<file path="src/shared/spim_pkg.sv">
`default_nettype none
package spim_pkg;
    localparam logic [11:0] OFF_EVENT   = 12'h108;
    localparam logic [11:0] OFF_IRQSET  = 12'h304;
    localparam logic [11:0] OFF_IRQCLR  = 12'h308;
    localparam logic [11:0] OFF_ENABLE  = 12'h500;
    localparam logic [11:0] OFF_PSELCLK = 12'h508;
    localparam logic [11:0] OFF_PSELMO  = 12'h50C;
    localparam logic [11:0] OFF_PSELMI  = 12'h510;
    localparam logic [11:0] OFF_RXDATA  = 12'h518;
    localparam logic [11:0] OFF_TXDATA  = 12'h51C;
    localparam logic [11:0] OFF_RATE    = 12'h524;
    localparam logic [11:0] OFF_SHAPE   = 12'h554;

    localparam int          PSEL_CONNECT_BIT = 31;
    localparam logic [31:0] PSEL_RESET       = 32'hFFFFFFFF;
    localparam logic [31:0] RATE_RESET       = 32'h04000000;
    localparam int          RATE_LOW_BIT     = 25;
    localparam int          SHAPE_ORDER_BIT  = 0;
    localparam int          SHAPE_CPHA_BIT   = 1;
    localparam int          SHAPE_CPOL_BIT   = 2;

    // sys_clk cycles per half bit at 8 Mbps; each slower rate step doubles this
    localparam int          CLK_MHZ        = 125;
    localparam int          FASTEST_KBPS   = 8000;
    localparam int          HALF_BIT_MIN   = (CLK_MHZ * 1000) / (FASTEST_KBPS * 2);
    // delay from last bit period to receive load
    localparam int          RX_LOAD_NS     = 16;
    localparam int          RX_LOAD_CYC    = (RX_LOAD_NS * CLK_MHZ + 999) / 1000;

    typedef enum logic [1:0] {
        SPIM_IDLE  = 2'b00,
        SPIM_SHIFT = 2'b01,
        SPIM_LOAD  = 2'b10
    } spim_state_t;

    typedef struct packed {
        logic       cpol;
        logic       cpha;
        logic       lsbFirst;
    } spim_shape_t;
endpackage : spim_pkg
`default_nettype wire

</file>
<file path="src/rtl/spim_master.sv">
// The AHB-Lite interface to the registers was chosen for this implementation.
`default_nettype none
// Functional notes
// - transmit and receive each have a one-byte holding stage behind them.
// - no chip-select output exists; software selects the slave elsewhere.
// - all four polarity/phase modes are supported.
// - a disconnected clock or mosi select leaves that signal off every pin; miso is read from its pin number even when disconnected.
// - pin selects act only while enabled.
// - disabling does not reset registers; software programs them all.
// - writing transmit data starts a transfer.
// - a second byte goes out after the first, in order; written in the idle cycle before the start, it replaces the first.
// - every byte sent also receives one into receive data or the waiting byte.
// - a second received byte waits while the first is unread.
// - byte-done rises each time receive data is loaded.
// - waiting byte moves in when current is read; its event then.
// - clocking stops when transmit stage and holding stage are empty.
// - receive load and event come a short delay after last bit.
// - writing 1 to irq-enable-set bit 0 enables; 0 does nothing.
// - enable field 0 disables, 1 enables the controller.
// - bit rate one-hot, 125 kbps to 8 Mbps, doubling per step.
// - bit order 0 sends MSB first, 1 sends LSB first.
// - phase 0 samples leading, shifts trailing; phase 1 the reverse.
module spim_master (
    input  wire logic        sys_clk,
    input  wire logic        reset,
    input  wire logic        hsel,
    input  wire logic [31:0] haddr,
    input  wire logic [1:0]  htrans,
    input  wire logic        hwrite,
    input  wire logic [2:0]  hsize,
    input  wire logic [31:0] hwdata,
    input  wire logic        hready,
    output logic      [31:0] hrdata,
    output logic             hreadyout,
    output logic             hresp,
    input  wire logic [31:0] pinIn,
    output logic      [31:0] pinOut,
    output logic      [31:0] pinOe,
    output logic             irq
);
    logic [31:0]  enable_q;
    logic         irqEn_q;
    logic         event_q;
    logic [31:0]  pselClk_q;
    logic [31:0]  pselMosi_q;
    logic [31:0]  pselMiso_q;
    logic [31:0]  rate_q;
    spim_pkg::spim_shape_t shape_q;
    logic [7:0]   txHold_q;
    logic         txHoldValid_q;
    logic [7:0]   txNext_q;
    logic         txNextValid_q;
    logic [7:0]   rxData_q;
    logic [7:0]   rxWait_q;
    logic         rxWaitValid_q;
    logic [7:0]   rxShift_q;
    logic [7:0]   txShift_q;
    logic [2:0]   bitCnt_q;
    logic         sck_q;
    logic         mosi_q;
    logic [31:0]  halfCnt_q;
    logic [7:0]   loadCnt_q;
    logic [1:0]   misoSync_q;
    spim_pkg::spim_state_t state_q;

    // bus address phase capture
    logic         wrPend_q;
    logic         rdPend_q;
    logic [11:0]  addr_q;
    logic         accept;
    logic         active;
    logic         wrTx;
    logic         rdRx;
    logic [31:0]  halfLen;
    logic         misoPin;
    logic         sampleEdge;
    logic         halfDone;
    logic         rxDone;

    assign accept = hsel && hready && htrans[1];
    assign active = enable_q[0];
    assign wrTx   = wrPend_q && addr_q == spim_pkg::OFF_TXDATA;
    assign rdRx   = rdPend_q && addr_q == spim_pkg::OFF_RXDATA;

    always_ff @(posedge sys_clk) begin
        if (reset) begin
            wrPend_q <= 1'b0;
            rdPend_q <= 1'b0;
            addr_q   <= 12'h000;
        end else begin
            wrPend_q <= accept && hwrite;
            rdPend_q <= accept && !hwrite;
            if (accept) begin
                addr_q <= haddr[11:0];
            end
        end
    end

    // zero wait states, always OKAY
    always_ff @(posedge sys_clk) begin
        if (reset) begin
            hreadyout <= 1'b1;
            hresp     <= 1'b0;
        end else begin
            hreadyout <= 1'b1;
            hresp     <= 1'b0;
        end
    end

    // read data registered in the address phase so it stands in the data phase
    always_ff @(posedge sys_clk) begin
        if (reset) begin
            hrdata <= 32'h00000000;
        end else if (accept && !hwrite) begin
            if (haddr[11:0] == spim_pkg::OFF_EVENT) begin
                hrdata <= {31'h00000000, event_q};
            end else if (haddr[11:0] == spim_pkg::OFF_IRQSET
                         || haddr[11:0] == spim_pkg::OFF_IRQCLR) begin
                hrdata <= {31'h00000000, irqEn_q};
            end else if (haddr[11:0] == spim_pkg::OFF_ENABLE) begin
                hrdata <= enable_q;
            end else if (haddr[11:0] == spim_pkg::OFF_PSELCLK) begin
                hrdata <= pselClk_q;
            end else if (haddr[11:0] == spim_pkg::OFF_PSELMO) begin
                hrdata <= pselMosi_q;
            end else if (haddr[11:0] == spim_pkg::OFF_PSELMI) begin
                hrdata <= pselMiso_q;
            end else if (haddr[11:0] == spim_pkg::OFF_RXDATA) begin
                hrdata <= {24'h000000, rxData_q};
            end else if (haddr[11:0] == spim_pkg::OFF_TXDATA) begin
                hrdata <= {24'h000000, txHold_q};
            end else if (haddr[11:0] == spim_pkg::OFF_RATE) begin
                hrdata <= rate_q;
            end else if (haddr[11:0] == spim_pkg::OFF_SHAPE) begin
                hrdata <= {29'h00000000, shape_q};
            end else begin
                hrdata <= 32'h00000000;
            end
        end
    end

    // configuration; disabling leaves every register untouched
    always_ff @(posedge sys_clk) begin
        if (reset) begin
            enable_q   <= 32'h00000000;
            pselClk_q  <= spim_pkg::PSEL_RESET;
            pselMosi_q <= spim_pkg::PSEL_RESET;
            pselMiso_q <= spim_pkg::PSEL_RESET;
            rate_q     <= spim_pkg::RATE_RESET;
            shape_q    <= '0;
            irqEn_q    <= 1'b0;
        end else if (wrPend_q) begin
            if (addr_q == spim_pkg::OFF_ENABLE) begin
                enable_q <= {31'h00000000, hwdata[0]};
            end else if (addr_q == spim_pkg::OFF_PSELCLK) begin
                pselClk_q <= hwdata;
            end else if (addr_q == spim_pkg::OFF_PSELMO) begin
                pselMosi_q <= hwdata;
            end else if (addr_q == spim_pkg::OFF_PSELMI) begin
                pselMiso_q <= hwdata;
            end else if (addr_q == spim_pkg::OFF_RATE) begin
                rate_q <= hwdata;
            end else if (addr_q == spim_pkg::OFF_SHAPE) begin
                shape_q <= hwdata[2:0];
            end else if (addr_q == spim_pkg::OFF_IRQSET && hwdata[0]) begin
                irqEn_q <= 1'b1;
            end else if (addr_q == spim_pkg::OFF_IRQCLR && hwdata[0]) begin
                irqEn_q <= 1'b0;
            end
        end
    end

    // half bit length from the one-hot rate; no rate bit set falls to slowest, several set pick the highest
    always_comb begin
        halfLen = spim_pkg::HALF_BIT_MIN << 6;
        for (int i = 0; i < 7; i++) begin
            if (rate_q[spim_pkg::RATE_LOW_BIT + i]) begin
                halfLen = spim_pkg::HALF_BIT_MIN << (6 - i);
            end
        end
    end

    // the selected miso pin, synchronised before use
    assign misoPin = pinIn[pselMiso_q[4:0]];
    always_ff @(posedge sys_clk) begin
        if (reset) begin
            misoSync_q <= 2'b00;
        end else begin
            misoSync_q <= {misoSync_q[0], misoPin};
        end
    end

    assign halfDone   = halfCnt_q >= halfLen - 32'd1;
    // sck_q equals cpol at the leading edge of each bit
    assign sampleEdge = (sck_q == shape_q.cpol) ^ shape_q.cpha;
    assign rxDone     = state_q == spim_pkg::SPIM_LOAD
                        && loadCnt_q >= 8'(spim_pkg::RX_LOAD_CYC - 1);

    // transmit buffers: holding register plus one queued byte
    // a third write while both are full replaces the queued byte, or the holding byte in the idle cycle before a start
    always_ff @(posedge sys_clk) begin
        if (reset) begin
            txHold_q      <= 8'h00;
            txHoldValid_q <= 1'b0;
            txNext_q      <= 8'h00;
            txNextValid_q <= 1'b0;
        end else begin
            if (wrTx) begin
                if (!txHoldValid_q || (state_q == spim_pkg::SPIM_IDLE && active)) begin
                    txHold_q      <= hwdata[7:0];
                    txHoldValid_q <= 1'b1;
                end else begin
                    txNext_q      <= hwdata[7:0];
                    txNextValid_q <= 1'b1;
                end
            end else if (state_q == spim_pkg::SPIM_IDLE && active && txHoldValid_q) begin
                txHold_q      <= txNext_q;
                txHoldValid_q <= txNextValid_q;
                txNextValid_q <= 1'b0;
            end
        end
    end

    // shifter state machine
    always_ff @(posedge sys_clk) begin
        if (reset) begin
            state_q   <= spim_pkg::SPIM_IDLE;
            sck_q     <= 1'b0;
            mosi_q    <= 1'b0;
            halfCnt_q <= 32'h00000000;
            bitCnt_q  <= 3'h0;
            txShift_q <= 8'h00;
            rxShift_q <= 8'h00;
            loadCnt_q <= 8'h00;
        end else begin
            case (state_q)
                spim_pkg::SPIM_IDLE: begin
                    sck_q     <= shape_q.cpol;
                    halfCnt_q <= 32'h00000000;
                    if (active && txHoldValid_q && !wrTx) begin
                        state_q   <= spim_pkg::SPIM_SHIFT;
                        bitCnt_q  <= 3'h0;
                        txShift_q <= txHold_q;
                        // first bit out before the first edge when phase is 0
                        mosi_q    <= shape_q.lsbFirst ? txHold_q[0] : txHold_q[7];
                    end
                end
                spim_pkg::SPIM_SHIFT: begin
                    halfCnt_q <= halfDone ? 32'h00000000 : halfCnt_q + 32'd1;
                    if (halfDone) begin
                        sck_q <= !sck_q;
                        if (sampleEdge) begin
                            rxShift_q <= shape_q.lsbFirst
                                ? {misoSync_q[1], rxShift_q[7:1]}
                                : {rxShift_q[6:0], misoSync_q[1]};
                        end
                        if (!shape_q.cpha && sampleEdge) begin
                            txShift_q <= shape_q.lsbFirst ? {1'b0, txShift_q[7:1]}
                                                          : {txShift_q[6:0], 1'b0};
                        end else if (!shape_q.cpha) begin
                            // phase 0 puts each next bit out on the trailing edge
                            mosi_q <= shape_q.lsbFirst ? txShift_q[0] : txShift_q[7];
                        end else if (shape_q.cpha && !sampleEdge) begin
                            mosi_q    <= shape_q.lsbFirst ? txShift_q[0] : txShift_q[7];
                            txShift_q <= shape_q.lsbFirst ? {1'b0, txShift_q[7:1]}
                                                          : {txShift_q[6:0], 1'b0};
                        end
                        // trailing edge ends a bit
                        if (sck_q != shape_q.cpol) begin
                            bitCnt_q <= bitCnt_q + 3'h1;
                            if (bitCnt_q == 3'h7) begin
                                state_q   <= spim_pkg::SPIM_LOAD;
                                loadCnt_q <= 8'h00;
                            end
                        end
                    end
                end
                spim_pkg::SPIM_LOAD: begin
                    loadCnt_q <= loadCnt_q + 8'h01;
                    mosi_q    <= 1'b0;
                    // keep the byte here while a byte waits and the event is set
                    if (rxDone && !(rxWaitValid_q && event_q)) begin
                        state_q <= spim_pkg::SPIM_IDLE;
                    end
                end
                default: begin
                    state_q <= spim_pkg::SPIM_IDLE;
                end
            endcase
        end
    end

    // receive path: data register plus one waiting byte; event set beats clear
    // a full receive side stalls the shifter while the event is set; with the event cleared the waiting byte is overwritten
    logic rxLoadNow;
    logic rxFull_q;
    assign rxLoadNow = rxDone && !(rxWaitValid_q && event_q);

    always_ff @(posedge sys_clk) begin
        if (reset) begin
            rxData_q      <= 8'h00;
            rxWait_q      <= 8'h00;
            rxWaitValid_q <= 1'b0;
            rxFull_q      <= 1'b0;
            event_q       <= 1'b0;
        end else begin
            if (wrPend_q && addr_q == spim_pkg::OFF_EVENT) begin
                event_q <= hwdata[0];
            end
            if (rdRx && rxWaitValid_q) begin
                rxData_q      <= rxWait_q;
                rxWaitValid_q <= 1'b0;
                event_q       <= 1'b1;
            end else if (rdRx) begin
                rxFull_q <= 1'b0;
            end
            if (rxLoadNow) begin
                if (rxFull_q && !rdRx || rxWaitValid_q && rdRx) begin
                    rxWait_q      <= rxShift_q;
                    rxWaitValid_q <= 1'b1;
                end else begin
                    rxData_q <= rxShift_q;
                    rxFull_q <= 1'b1;
                    event_q  <= 1'b1;
                end
            end
        end
    end

    // pin routing; no chip select is produced
    // next pin words built whole, so a pin never glitches within one edge
    logic [31:0] pinOut_d;
    logic [31:0] pinOe_d;

    always_comb begin
        pinOut_d = 32'h00000000;
        pinOe_d  = 32'h00000000;
        if (active) begin
            if (!pselClk_q[spim_pkg::PSEL_CONNECT_BIT]) begin
                pinOut_d[pselClk_q[4:0]] = sck_q;
                pinOe_d[pselClk_q[4:0]]  = 1'b1;
            end
            if (!pselMosi_q[spim_pkg::PSEL_CONNECT_BIT]) begin
                pinOut_d[pselMosi_q[4:0]] = mosi_q;
                pinOe_d[pselMosi_q[4:0]]  = 1'b1;
            end
        end
    end

    always_ff @(posedge sys_clk) begin
        if (reset) begin
            pinOut <= 32'h00000000;
            pinOe  <= 32'h00000000;
            irq    <= 1'b0;
        end else begin
            pinOut <= pinOut_d;
            pinOe  <= pinOe_d;
            irq    <= event_q && irqEn_q;
        end
    end
endmodule : spim_master
`default_nettype wire

</file>
<file path="config.mk">
export PLATFORM = sky130hd
export DESIGN_NAME = spim_master
export DESIGN_NICKNAME = d
export VERILOG_FILES = /design/src/shared/spim_pkg.sv /design/src/rtl/spim_master.sv
export SDC_FILE = /design/constraint.sdc
export NUM_CORES = 1
export LEC_CHECK = 0
export BUFFER_PORTS_ARGS = -buffer_cell sky130_fd_sc_hd__buf_2
export CORE_MARGIN = 10
export CORE_UTILIZATION = 58
export DETAILED_ROUTE_END_ITERATION = 12
export GPL_ROUTABILITY_DRIVEN = 1
export GPL_TIMING_DRIVEN = 1
export PLACE_DENSITY = 0.8
export SYNTH_ARGS = -nofsm -noshare
export SYNTH_HDL_FRONTEND = slang
export SYNTH_SLANG_ARGS = --single-unit
</file>
<file path="constraint.sdc">
create_clock -name sys_clk -period 3.48 [get_ports sys_clk]
set_input_delay 0.696 -clock sys_clk [delete_from_list [all_inputs] [get_ports sys_clk]]
set_output_delay 0.696 -clock sys_clk [all_outputs]
set_load 0.05 [all_outputs]
</file>
* After elaboration in Yosys (flattened, before gate mapping)
Index checks and enable logic that the tools add are counted.
** Word-level totals
- Bits in registers :: 346
- Latch bits :: 0
- Memory bits (writable) :: 0
- Bits in read-only memories :: 0
- Input port bits :: 106
- Output and inout bits :: 99
- Word-level logic and storage cells :: 241
- Memories :: 0
** Operators by class
- Add/subtract/negate cells :: 4
- Multipliers :: 0
- Div/mod/pow operators :: 0
- $lt $le $gt $ge :: 7
- Equality and inequality tests :: 38
- Shift-type cells :: 0
- Mux-type cells :: 88
- Bitwise logic cells :: 11
- Reduce and logical (&&, ||, !) cells :: 59
** Operators by type and width (count)
- 32-bit two-way mux :: 21
- 12-bit by 11-bit == test with 1-bit output (second input constant) :: 16
- 8-bit two-way mux :: 16
- 32-bit case mux with 2 select lines :: 1
- 12-bit by 10-bit == test with 1-bit output (second input constant) :: 4
- 32-bit by 1-bit adder with 32-bit output (second input constant) :: 1
- 32-bit AND :: 1
- 32-bit bitwise mux :: 1
- 32-bit greater-or-equal comparator :: 1
- 32-bit bitwise OR :: 1
- 8-bit case mux with 2 select lines :: 2
- 32-bit by 1-bit subtractor with 32-bit output (second input constant) :: 1
- 1-bit two-way mux :: 30
- 12-bit by 9-bit == test with 1-bit output (second input constant) :: 2
- 1-bit logical AND :: 23
- 5-bit AND reduction :: 4
- 5-bit by 6-bit < comparator with 1-bit output (second input constant) :: 3
- 3-bit two-way mux :: 4
- 2-bit inequality test (second input constant) :: 6
- 2-bit AND reduction :: 6
- 4-bit AND reduction :: 3
- 1-bit demux with 5-bit select :: 2
- 5-bit by 1-bit greater-or-equal comparator with 1-bit output (second input constant) :: 2
- 2-bit two-way mux :: 5
- other kinds (28) :: 51

* Logic depth before layout (Yosys ltp)
- Word-level depth :: 11
- Gate-level depth with buffers :: 16
- Gate-level depth less buffers :: 14

* Worst setup path before layout
Ideal clock, no wire load.
- Kind :: reg2reg
- From :: reg rate_q[31]
- To :: reg txShift_q[1]
- Setup time :: 0.128 ns
- Arrival :: 3.041 ns
- Data required time :: 3.352 ns
- Slack :: 0.312 ns
- Cell stages (with the launch flop) :: 16
- Buffers on the path :: 2
- Period minus slack after synthesis :: 3.168 ns
- Cells stage by stage :: dfxtp_1 > nor2_1 > nand3b_1 > or2_2 > ha_1 > ha_1 > a211oi_1 > nor2_1 > a2111o_1 > a211oi_1 > o21a_1 > buf_2 > o21bai_1 > buf_4 > mux2i_1 > nor2_1
** On the way
- Word-level cells in the longest chain between the ends :: 5
** Ends and longest elaborated chain
- from (decl) :: RTL line spim_master.sv:47 : logic [31:0] rate_q;
- from (signal assigned) :: RTL line spim_master.sv:149 : rate_q <= spim_pkg::RATE_RESET;
- from (signal assigned) :: RTL line spim_master.sv:162 : rate_q <= hwdata;
- 32-bit two-way mux :: RTL line spim_master.sv:177 : if (rate_q[spim_pkg::RATE_LOW_BIT + i]) begin
- 32-bit by 1-bit subtractor with 32-bit output :: RTL line spim_master.sv:193 : assign halfDone = halfCnt_q >= halfLen - 32'd1;
- 32-bit greater-or-equal comparator :: RTL line spim_master.sv:193
- 2-bit inequality test (no source line)
- 5-bit AND reduction (no source line)
- to (signal assigned) :: RTL line spim_master.sv:243 : txShift_q <= txHold_q;
- to (signal assigned) :: RTL line spim_master.sv:258 : txShift_q <= shape_q.lsbFirst ? {1'b0, txShift_q[7:1]}
- to (signal assigned) :: RTL line spim_master.sv:265 : txShift_q <= shape_q.lsbFirst ? {1'b0, txShift_q[7:1]}
- to (decl) :: RTL line spim_master.sv:57 : logic [7:0] txShift_q;
No other way between the ends.
A chain may end at the register's enable or synchronous reset.

* Worst setup path in the final report
- From :: reg rate_q[31]
- To :: reg bitCnt_q[1]
** On the way
- Word-level cells in the longest chain between the ends :: 5
** Ends and longest elaborated chain
- 32-bit two-way mux :: RTL line spim_master.sv:177
- 32-bit by 1-bit subtractor with 32-bit output :: RTL line spim_master.sv:193
- 32-bit greater-or-equal comparator :: RTL line spim_master.sv:193
- 2-bit inequality test (no source line)
- 4-bit AND reduction (no source line)
- to (signal assigned) :: RTL line spim_master.sv:270 : bitCnt_q <= bitCnt_q + 3'h1;
- to (decl) :: RTL line spim_master.sv:58 : logic [2:0] bitCnt_q;
No other way between the ends.

==> impl_metrics.toml <==
[logic_synthesis]
synth-edff-count = 0
syn_inst = 1831
synth_area_leaders = "dfxtp_1, mux2i_1, nand2_1, a21oi_1, nor2_1"
synth_top_area_share_pct = 44.0
yosysSeqAreaShare_pct = 44.0
synth.avg_cell_area_sq_um = 8.59
synth_commonest_cells = "nand2_1, dfxtp_1, mux2i_1, nor2_1, a21oi_1"
ys_ff_latch = 346
synth_ff_type = "dfxtp_1"
yosys_warnings = 0
yosys.cell_types.count = 77
synth.most_common_cell = "nand2_1"
async_flop_share_pct = 0
synth_top_area_cell = "dfxtp_1"
synthesis.area_sq_mm = 0.0157

[global_route]
grt_overflow = 0
grt_pass1_wl_um = 69000
grt_pass1_vias = 13900
grt_start_max_net_pins = 95
antenna_found_initial = 5
grt_usage_pct = 24.4

[power]
p_clk_share_pct = 46.1
power_density_mw_per_mm2 = 438
ir_drop_mv = 0.367
p_seq_share_pct = 49.9
p_sw_share_pct = 22.0
power_frac_comb_pct = 3.9
p_sw_mw = 1.76
p_int_mw = 6.22
power.leakage_nw = 6.81

[placed_design]
gp_congestion = 0.875
io_buffers = 178
dp.cells = 2298
place_hpwl_um = 29100
place_area_sq_mm = 0.0171

[timing]
layout_min_cycle_time_ns = 3.32
timing.fmax_mhz = 301
slew_viol_final = 0
fin_worst_skew_ns = 0.0191
fin_tns_setup_ns = 0
worst_pin_slew_ns = 1.21
rsz0062_at_grt = "no"
slew_headroom_pct = 19.4
timing.final.crit_share_pct = 95.5
setup_viol = 0
timing_hold_violations_final = 0

[route]
drc = 0
num_vias = 14000
avgViaCountPerCell = 5.94
post_drt_wl_per_cell_um = 18.2
drt-total-wl_um = 43100
drt_iter0_drc = 1349
ant_nets = 0
first_pass_iters = 7

[critical_path]
crit_path_end_kind = "flip-flop"
worst_ep_required_time_ns = 3.87
critical_path_class = "reg -> reg"
crit_path_max_incr_delay_ns = 0.53
cpMaxStageDelayCell = "or4_1"
worst_ep_arrival_time_ns = 3.71
start_kind = "flip-flop"
rrSetupSlack_ns = 0.16
cp_max_fo = 7
cp_cell_sequence = "nor2_4 -> nand3b_1 -> or2_2 -> ha_1 -> ha_1 -> nand4_1 -> a21oi_2 -> a211oi_2 -> buf_4 -> o21a_2 -> buf_4 -> or4_1 -> mux2i_1 -> nor2_1"

[die]
num_io_pins = 205
placementRows = 60
placeableCoreArea_sq_mm = 0.0268
die_y_um = 185
die_x_um = 185
dieArea_sq_mm = 0.0341
start_util_pct = 58.7

[clocking]
h-tree-depth = 2
insertion_delay_ns = 0.52
cts_max_path_buffers = 3
numCtsBuffers = 36
cts-root-buf = "clkbuf_16"
cts_sinks = 346
ctsHoldBuffers = 0
post-cts-setup-buffer-count = 0
cts_tree = "built"
cts.clk_slew.worst_paths_ns = 0.06

[finish]
postLayoutCellArea_sq_mm = 0.0182
layout.cells.non_filler = 2363
layout.nets = 2146
area_growth_syn_to_layout_pct = 15.8
drive_above_1_share_pct = 16.5

[flow_run]
drv_cap = 0

[hold_path]
hold_path.class = "in -> reg"

[status]
status = "finished, final reports clean"
[power by group through the flow]
| stage | Sequential, mW | Combinational [mW] | Clock [mW] |
|---|---|---|---|
| global route | 3.98 | 0.342 | 3.88 |
| CTS | 3.98 | 0.308 | 3.72 |
| finish | 3.98 | 0.315 | 3.68 |
| detailed placement | 4.07 | 0.305 | 0 |
| global placement | 4.07 | 0.297 | 0 |
| floorplan | 4.07 | 0.182 | 0 |
[layer usage]
| metal | vias up | routed length [um] | GRT usage, % |
|---|---|---|---|
| met4 | 6 | 1230 | 9.07 |
| met1 | 6619 | 17500 | 30.0 |
| met2 | 591 | 20300 | 41.0 |
| met3 | 102 | 3950 | 5.12 |
| li1 | 6728 | - | - |
| met5 | - | 34 | 0 |
[logic make-up after synthesis]
family                     synth area share (%)
DFF                                        44.0
AOI/OAI and AO/OA                          14.4
adders and majority gates                  3.58
buffers and inverters                      3.72
other                                    0.0477
muxes                                      12.4
xor gates and xnor gates                  0.891
and+or+nand+nor                            20.9
[metrics by stage]
stage / utilization, % / worst slack (ns) / power [mW] / hold slack (ns)
floorplan: - / 0.312 / 4.25 / 0.414
global placement: 63.6 / 0.172 / 4.37 / 0.438
detailed placement: 63.6 / 0.140 / 4.38 / 0.445
CTS: 67.9 / 0.0596 / 8.01 / 0.419
global route: 68.0 / 0.0241 / 8.20 / 0.429
finish: 68.0 / 0.156 / 7.98 / 0.430
[what timing repair did]
item | CTS | global route
endpoints found under the setup margin | 0 | 35
resized for setup | 0 | 8
endpoints found under the hold margin | 0 | 0
[worst paths after layout]
check                                   to  cells after the start               startpoint
hold reg to reg     rate_q[6]$_SDFFE_PP0P_                      2   rate_q[6]$_SDFFE_PP0P_
setup reg to reg  bitCnt_q[1]$_SDFFE_PP0P_                     14  rate_q[31]$_SDFFE_PP0P_
hold / removal      addr_q[7]$_SDFFE_PP0P_                      3                 haddr[7]
setup / recovery  bitCnt_q[1]$_SDFFE_PP0P_                     14  rate_q[31]$_SDFFE_PP0P_
[state kept, by name, indices dropped and copies added, names as in the netlist, 2 cells and up, named ones only]
name / flops
rxData_q: 8
loadCnt_q: 8
txShift_q: 8
rxShift_q: 8
shape_q: 3
pselClk_q: 32
txHold_q: 8
pinOut: 32
rxWait_q: 8
halfCnt_q: 32
bitCnt_q: 3
pselMiso_q: 32
rate_q: 32
misoSync_q: 2
hrdata: 32
pinOe: 32
state_q: 2
txNext_q: 8
addr_q: 12
pselMosi_q: 32
[layout make-up]
cell class              count  area [sq um]
well taps                 341           427
flip-flops and latches    346          6930
repair buffers            224          1290
clock inverters             8          53.8
inverters                  19          71.3
clock buffers              54          1080
fillers                  2077          8580
diodes                      3          7.51
multi-input cells        1368          8370
[placed cells by master (no fill, tap or decap), drive strengths merged, types with 21 or more instances in the layout]
cell | synthesis | routed
dfxtp | 346 | 346
conb | 2 | 24
clkbuf | 93 | 54
nor2 | 171 | 171
mux2i | 172 | 172
nor3 | 35 | 35
nand2 | 378 | 378
a21oi | 173 | 173
nand3 | 56 | 56
ha | 45 | 45
o21ai | 58 | 58
a222oi | 23 | 23
buf | 27 | 224
a211oi | 21 | 21
[worst max-delay path: cells and delay by family (launching register included)]
kind	cells	cell delay, ns
buf+inv	2	0.33
simple gates	6	1.29
mux	1	0.19
compound gates	3	0.46
fa+ha+maj	2	0.59
flops	1	0.34
No activity file was read; power rests on OpenSTA's default activity.
